<file path="config.mk">
export PLATFORM = sky130hd
export DESIGN_NAME = srs_readback_select
export DESIGN_NICKNAME = d
export VERILOG_FILES = /design/src/design/srs_pkg.sv /design/src/design/srs_readback_select.sv
export SDC_FILE = /design/constraint.sdc
export NUM_CORES = 1
export LEC_CHECK = 0
export BUFFER_PORTS_ARGS = -buffer_cell sky130_fd_sc_hd__buf_4
export CAP_MARGIN = 20
export CORE_ASPECT_RATIO = 1.5
export CORE_MARGIN = 5
export CORE_UTILIZATION = 53
export CTS_BUF_LIST = sky130_fd_sc_hd__clkbuf_16
export DETAILED_ROUTE_END_ITERATION = 6
export PLACE_DENSITY_LB_ADDON = 0.3
export SYNTH_ARGS = -nofsm -noshare
export SYNTH_HDL_FRONTEND = slang
export SYNTH_SLANG_ARGS = --single-unit
</file>
<file path="constraint.sdc">
create_clock -name ref_clk -period 3.4 [get_ports ref_clk]
set_input_delay 0.17 -clock ref_clk [delete_from_list [all_inputs] [get_ports ref_clk]]
set_output_delay 0.17 -clock ref_clk [all_outputs]
set_load 0.01 [all_outputs]
</file>
<file path="src/design/srs_pkg.sv">
// Constants and carrier types for the readback select register bank.
// Assumes an on-chip register access port driven by the serial frame decoder.
package srs_pkg;

    // Register offsets
    localparam logic [7:0]  SRS_ADDR_RB_CTRL    = 8'h64;
    localparam logic [7:0]  SRS_ADDR_BURST_MASK = 8'h65;

    // Readback control and burst mask fields
    localparam int          SRS_AUTO_RD_BIT     = 9;
    localparam int          SRS_TOP_SEL_BIT     = 8;
    localparam int          SRS_RB_ADDR_MSB     = 7;
    localparam int          SRS_MASK_MSB        = 9;
    localparam int          SRS_MASK_BITS       = 10;

    // Reset values
    localparam logic [15:0] SRS_RB_CTRL_RST     = 16'h0000;
    localparam logic [15:0] SRS_BURST_MASK_RST  = 16'h03FF;

    // Addresses of the registers that own a burst mask bit, by mask bit index
    localparam logic [7:0]  SRS_GATED_ADDR [SRS_MASK_BITS] = '{
        8'h3F, 8'h40, 8'h41, 8'h42, 8'h43, 8'h44, 8'h45, 8'h46, 8'h47, 8'h48
    };
    // Comparator output register: no mask bit, never skipped
    localparam logic [7:0]  SRS_ADDR_DIN_COMP   = 8'h3E;

    // Longest run of addresses the burst walker looks past
    localparam int          SRS_SKIP_SPAN       = SRS_MASK_BITS + 1;

    typedef struct packed {
        logic        wr;
        logic        rd;
        logic [7:0]  addr;
        logic [15:0] wdata;
    } srs_reg_req_s;

    typedef struct packed {
        logic        start;
        logic        step;
        logic [7:0]  start_addr;
    } srs_burst_req_s;

    typedef struct packed {
        logic        conv_ready;
        logic        alert;
        logic [3:0]  din_comp;
    } srs_flags_s;

endpackage

</file>
<file path="src/design/srs_readback_select.sv">
// Readback select and burst skip mask registers with frame header and burst walker.
// Assumes a frame decoder on ref_clk issuing single-cycle register and burst requests;
// comparator outputs arrive asynchronously.
`timescale 1ns/1ns

// Behaviour
// - The readback control register picks the register whose contents go into the next read frame.
// - With auto read enabled on bit 9, every access returns data from the readback address.
// - With bit 8 clear, frame bits 30 to 24 carry readback address bits 6 to 0.
// - With bit 8 set, frame bit 30 is zero and bits 29 to 24 carry conversion ready, alert and four comparator outputs.
// - The readback address field in bits 7 to 0 is read/write and resets to zero.
// - A burst read skips each selectable register whose mask bit is 0; the mask resets to 0x3FF.
// - Mask bits 0 to 9 gate alert status, reg_a, results 1-2, diagnostics 0-3, counter, supply status.
// - Registers without a mask bit are always returned when the burst range covers them.
// - The start address of a burst is always returned, whatever its mask bit.
// - A burst may begin at the comparator output register, which has no mask bit and is never skipped.
module srs_readback_select
(
    // Clock and reset
    input  wire logic                   ref_clk,
    input  wire logic                   rstn,
    // Register access
    input  wire srs_pkg::srs_reg_req_s  reg_req,
    output logic [15:0]                 reg_rdata,
    output logic                        reg_rd_hit,
    // Live flags
    input  wire srs_pkg::srs_flags_s    flags,
    // Read frame header
    output logic [6:0]                  frame_top_bits,
    output logic                        auto_read_en,
    output logic [7:0]                  readback_addr,
    // Burst walker
    input  wire srs_pkg::srs_burst_req_s burst_req,
    output logic [7:0]                  burst_addr,
    output logic                        burst_active
);
    import srs_pkg::*;

    typedef struct packed {
        logic                     auto_rd;
        logic                     top_sel;
        logic [7:0]               rb_addr;
        logic [SRS_MASK_MSB:0]    mask;
        logic [3:0]               din_s1;
        logic [3:0]               din_s2;
        logic [3:0]               din_s3;
        logic [3:0]               din_stable;
        logic [6:0]               frame_top;
        logic [15:0]              rdata;
        logic                     rd_hit;
        logic [7:0]               b_addr;
        logic                     b_active;
    } srs_state_s;

    srs_state_s st_q;
    srs_state_s st_d;

    // True when the address owns a mask bit that is cleared
    function automatic logic is_skipped(input logic [7:0] a,
                                        input logic [SRS_MASK_MSB:0] m);
        logic hit;
        hit = 1'b0;
        for (int i = 0; i < SRS_MASK_BITS; i++)
        begin
            if (a == SRS_GATED_ADDR[i] && !m[i])
            begin
                hit = 1'b1;
            end
        end
        return hit;
    endfunction

    // First address after a that the burst returns
    function automatic logic [7:0] next_returned(input logic [7:0] a,
                                                 input logic [SRS_MASK_MSB:0] m);
        logic [7:0] cand;
        logic [7:0] res;
        logic       found;
        res   = a + 8'h01;
        found = 1'b0;
        for (int i = 1; i <= SRS_SKIP_SPAN; i++)
        begin
            cand = a + 8'(i);
            if (!found && !is_skipped(cand, m))
            begin
                res   = cand;
                found = 1'b1;
            end
        end
        return res;
    endfunction

    always_comb
    begin
        st_d = st_q;

        // Register writes; upper bits are dropped
        if (reg_req.wr)
        begin
            if (reg_req.addr == SRS_ADDR_RB_CTRL)
            begin
                st_d.auto_rd = reg_req.wdata[SRS_AUTO_RD_BIT];
                st_d.top_sel = reg_req.wdata[SRS_TOP_SEL_BIT];
                st_d.rb_addr = reg_req.wdata[SRS_RB_ADDR_MSB:0];
            end
            else if (reg_req.addr == SRS_ADDR_BURST_MASK)
            begin
                st_d.mask = reg_req.wdata[SRS_MASK_MSB:0];
            end
        end

        // Register reads; reserved bits return zero
        st_d.rd_hit = 1'b0;
        st_d.rdata  = 16'h0000;
        if (reg_req.rd)
        begin
            if (reg_req.addr == SRS_ADDR_RB_CTRL)
            begin
                st_d.rd_hit = 1'b1;
                st_d.rdata  = {6'h00, st_q.auto_rd, st_q.top_sel, st_q.rb_addr};
            end
            else if (reg_req.addr == SRS_ADDR_BURST_MASK)
            begin
                st_d.rd_hit = 1'b1;
                st_d.rdata  = {6'h00, st_q.mask};
            end
        end

        // Comparator synchroniser; a level is taken once stages two and three agree
        st_d.din_s1 = flags.din_comp;
        st_d.din_s2 = st_q.din_s1;
        st_d.din_s3 = st_q.din_s2;
        for (int i = 0; i < 4; i++)
        begin
            if (st_q.din_s2[i] == st_q.din_s3[i])
            begin
                st_d.din_stable[i] = st_q.din_s3[i];
            end
        end

        // Header bits placed in the upper part of later read frames
        if (st_q.top_sel)
        begin
            st_d.frame_top = {1'b0, flags.conv_ready, flags.alert, st_q.din_stable};
        end
        else
        begin
            st_d.frame_top = st_q.rb_addr[6:0];
        end

        // Burst walker: start is always returned, later steps skip masked registers
        if (burst_req.start)
        begin
            st_d.b_addr   = burst_req.start_addr;
            st_d.b_active = 1'b1;
        end
        else if (burst_req.step && st_q.b_active)
        begin
            st_d.b_addr = next_returned(st_q.b_addr, st_q.mask);
        end
    end

    always_ff @(posedge ref_clk or negedge rstn)
    begin
        if (!rstn)
        begin
            st_q            <= '0;
            st_q.auto_rd    <= SRS_RB_CTRL_RST[SRS_AUTO_RD_BIT];
            st_q.top_sel    <= SRS_RB_CTRL_RST[SRS_TOP_SEL_BIT];
            st_q.rb_addr    <= SRS_RB_CTRL_RST[SRS_RB_ADDR_MSB:0];
            st_q.mask       <= SRS_BURST_MASK_RST[SRS_MASK_MSB:0];
        end
        else
        begin
            st_q <= st_d;
        end
    end

    assign reg_rdata      = st_q.rdata;
    assign reg_rd_hit     = st_q.rd_hit;
    assign frame_top_bits = st_q.frame_top;
    assign auto_read_en   = st_q.auto_rd;
    assign readback_addr  = st_q.rb_addr;
    assign burst_addr     = st_q.b_addr;
    assign burst_active   = st_q.b_active;

endmodule // srs_readback_select

</file>
==> PnR_summary.wiki <==
{| class="wikitable"
! Metric !! Value
|-
| Outcome || complete, but fails checks
|-
| Failing checks || negative setup slack
|-
| H-tree levels || 3
|-
| Pre-antenna DRT Iters || 5
|-
| RR Endpoint || burst_addr[0]
|-
| HPWL after detailed placement || approximately 18 mm
|-
| Post-CTS clock slew at the launch and capture registers of the worst setup and hold paths || around 0.060 ns
|-
| Vias per std cell || 6.12
|-
| Number of sinks driven by the clock tree || 63
|-
| Average cell area after synthesis || approximately 8.8 um^2
|-
| Period Utilization, post-route || 104%
|-
| Routed len/inst || about 24 um
|-
| Setup-failing EPs final || 6
|-
| Required time of the critical path || 3.63 ns
|-
| Count of boundary I/O pins || 86
|-
| Antenna violations before repair || 0
|-
| Number of buffers created by CTS || 9
|-
| Clk Latency, worst-skew pair || around 0.34 ns
|-
| Residual overflow from global routing || 0
|-
| Maximum VDD drop || between 0.3 and 0.4 mV
|-
| Number of hold-slack violations in the final timing report || 0
|-
| Wire length after detailed routing || 24.4 mm
|-
| Async set-reset flop share out of synthesis || 100%
|-
| Master cell of the clock root buffer || clkbuf_16
|-
| Met1 Usage GRT || 37.2%
|-
| Commonest cells in the netlist || 57 x nand2_1, 53 x dfrtp_1, 50 x nor2_1
|-
| Hold path start || burst_req[7]
|-
| Placeable Area || approximately 11000 um^2
|-
| Overall die area || approximately 13000 um^2
|-
| Count of flip-flops with a built-in enable after synthesis || 0
|-
| Dominant cell by count in the synthesized netlist || nand2_1
|-
| Hold Crit Endpoint || burst_addr[7]
|-
| Crit path depth || 11
|-
| LEAKAGE || approximately 0.0037 uW
|-
| Worst-case clock buffer depth || 2
|-
| Power per standard cell area || between 400 and 500 nW/um^2
|-
| Antenna Violating Nets Remaining || 0
|-
| Row count || 47
|-
| Grt met3 use || 7.11%
|-
| Most area-hungry cell type in the Yosys netlist || dfrtp_1
|-
| Die outline height || about 140 um
|-
| Fraction of layout cells with a size suffix above 1 || between 40% and 50%
|-
| Residual DRC || 0
|-
| Minimum clock period || between 3 and 4 ns
|-
| Synth Flop Type || dfrtp_1
|-
| Sequential fraction of the synthesis area || a little over a quarter
|-
| Final standard cell utilization of the core || around three quarters
|-
| First-pass GRT wire length || 35.6 mm
|-
| Distinct cell type count after synthesis || between 80 and 90
|-
| Port Buffers || 73
|-
| Cell-by-cell trace of the critical path || nand4_1, xnor2_1, o211ai_1, a21oi_1, or2_4, nand4b_4, nor4_4, nor3b_2, nand4_1, xnor2_1, mux2_4
|-
| Placement Setup Slack || -0.285 ns
|-
| Standard cell with the maximum stage delay on the critical path || dfrtp_1
|-
| Pin count of the biggest net entering global routing || 64
|-
| Vias in the first global route || ~6400
|-
| Antenna diodes || 0
|-
| Critical path's largest stage delay || about 0.73 ns
|-
| Final clock skew || about 0.013 ns
|-
| Most used routing layer in global routing || met2
|-
| Minimum setup slack among reg-to-reg paths || -0.14 ns
|-
| Fraction of synthesized cell area taken by the top area cell type || 22.7%
|-
| Fill cell instance count of the final layout || just under 800
|-
| Hold Path Class || in -> reg
|-
| Initial detailed-routing violation count || 481
|-
| Overall routing resource usage || ~36%
|-
| Critical path capture point type || register
|-
| Post-Synthesis Cell Area || roughly 5800 um^2
|-
| GR Util met2 || 61.2%
|-
| Launch point of the worst path || burst_addr[5]
|-
| CP max FO || 11
|-
| Headroom to the max-slew limit || 44.7%
|-
| Final max-slew violation count || 0
|-
| Category of cells accounting for the largest share of critical-path delay || simple AND/OR/NAND/NOR gates
|-
| Worst-case setup margin in the final layout || -0.136 ns
|-
| Via count || 6207
|-
| Synthesis-to-finish area growth || 42.7%
|-
| GPL Wtd Cong || 1.07
|-
| Combined buffer and inverter count along the critical path || 0
|-
| Number of violations of the max-capacitance limit || 0
|-
| Worst Hold Depth || 2
|-
| Fmax || about 0.28 GHz
|-
| Startpoint of the lowest-slack register-to-register path || burst_addr[5]
|-
| Arr. time, crit path || ~3.8 ns
|-
| Setup repair after global routing missed its margin || true
|-
| Depth of the worst register-to-register path || 11
|-
| Worst setup path class || reg -> reg
|-
| Post-synthesis cell count || 661
|-
| Post-layout net count || about 930
|-
| Chip Width || 95.7 um
|-
| Critical Path Source Type || register
|-
| Least-Margin Pin Slew || 0.829 ns
|-
| Effective utilization at floorplan || 53.4%
|-
| Synth area leaders || dfrtp_1 23%, buf_4 5.8%, mux2_2 5.6%
|-
| TritonCTS clock tree || yes
|-
| Flip-flop and latch count after synthesis || 63
|-
| Total of warnings raised by yosys || 0
|}
-- state kept, by name, summed over array words and instances (netlist names) --
name,count
st_q,19
reg_rdata,10
burst_addr,8
readback_addr,8
st_d,8
frame_top_bits,7
auto_read_en,1
burst_active,1
reg_rd_hit,1
-- per-layer routing --
layer	vias to the layer above	routed length, um	share of wire [%]
met5	-	0	0
met4	0	2280	9.3
met3	140	1690	6.9
met2	378	12200	50
met1	2949	8270	34
li1	2740	-	-
-- worst max path at each step --
stage | slack [ns] | to
finish | -0.14 | burst_addr[0]
global route | -0.18 | burst_addr[1]
CTS | -0.05 | burst_addr[0]
detailed placement | -0.29 | burst_addr[0]
global placement | -0.25 | burst_addr[3]
floorplan | -0.02 | burst_addr[4]
-- through the flow --
| stage | instance area [um^2] | hold WS, ns | setup TNS [ns] | cells | total power (uW) |
|---|---|---|---|---|---|
| 6_report | 8340 | 0.0578 | -0.528 | 1014 | 4050 |
| 5_1_grt | 8340 | 0.0676 | -0.947 | 1014 | 4180 |
| 4_1_cts | 7970 | 0.0589 | -0.137 | 998 | 3810 |
| 3_5_place_dp | 7250 | 0.282 | -1.58 | 960 | 2650 |
| 3_3_place_gp | 7250 | 0.280 | -1.20 | 960 | 2630 |
| 2_1_floorplan | 5910 | -0.126 | -0.0349 | 666 | 1850 |
-- layout by cell type (no fill, tap or decap), types with 7 or more instances in the layout --
| cell | instances |
|---|---|
| dfstp_2 | 10 |
| xor2_1 | 12 |
| nor2_2 | 7 |
| buf_6 | 8 |
| nor3_1 | 11 |
| xnor2_1 | 26 |
| a31oi_1 | 7 |
| nand4_1 | 8 |
| a21oi_1 | 26 |
| buf_4 | 240 |
| ha_2 | 7 |
| o21ai_0 | 17 |
| mux2_2 | 28 |
| nand2_1 | 54 |
| clkbuf_16 | 9 |
| nand2b_1 | 28 |
| mux2i_1 | 18 |
| nand3_1 | 22 |
| ha_1 | 7 |
| nor2_1 | 42 |
| dfrtp_1 | 49 |
| nor2b_1 | 15 |
-- layout make-up --
| type | instances | area (um^2) | share of cell area [%] |
|---|---|---|---|
| timing repair buffer | 257 | 2020 | 24.2 |
| inverter | 13 | 55.1 | 0.660 |
| sequential | 63 | 1590 | 19.1 |
| clock inverter | 7 | 103 | 1.23 |
| tap | 147 | 184 | 2.21 |
| multi-input combinational | 518 | 4160 | 49.9 |
| clock buffer | 9 | 225 | 2.70 |
-- power by group --
group | leakage [uW] | internal (uW) | switching [uW]
Clock | 0.000162 | 652 | 389
Sequential | 0.000774 | 800 | 61.9
Combinational | 0.00281 | 980 | 1170
-- cells by family after synthesis --
family                     after synthesis  share of synthesized area (%)
buffers and inverters                   86                           9.44
adders and majority gates               23                           4.75
and+or+nand+nor                        257                           25.0
muxes                                   49                           9.01
DFF                                     63                           27.2
AOI/OAI and AO/OA                      136                           17.4
other                                    1                         0.0642
xor gates and xnor gates                46                           7.15
-- what timing repair did --
item / in CTS / in global routing
gates resized for setup: 42 / 54
setup endpoints to repair: 7 / 7
buffers inserted: 16 / 16
pin swaps: 21 / 20
gates cloned: 1 / 0
hold buffers: 5 / 0
hold endpoints to repair: 57 / 0
(Power assumes the default switching activity.)
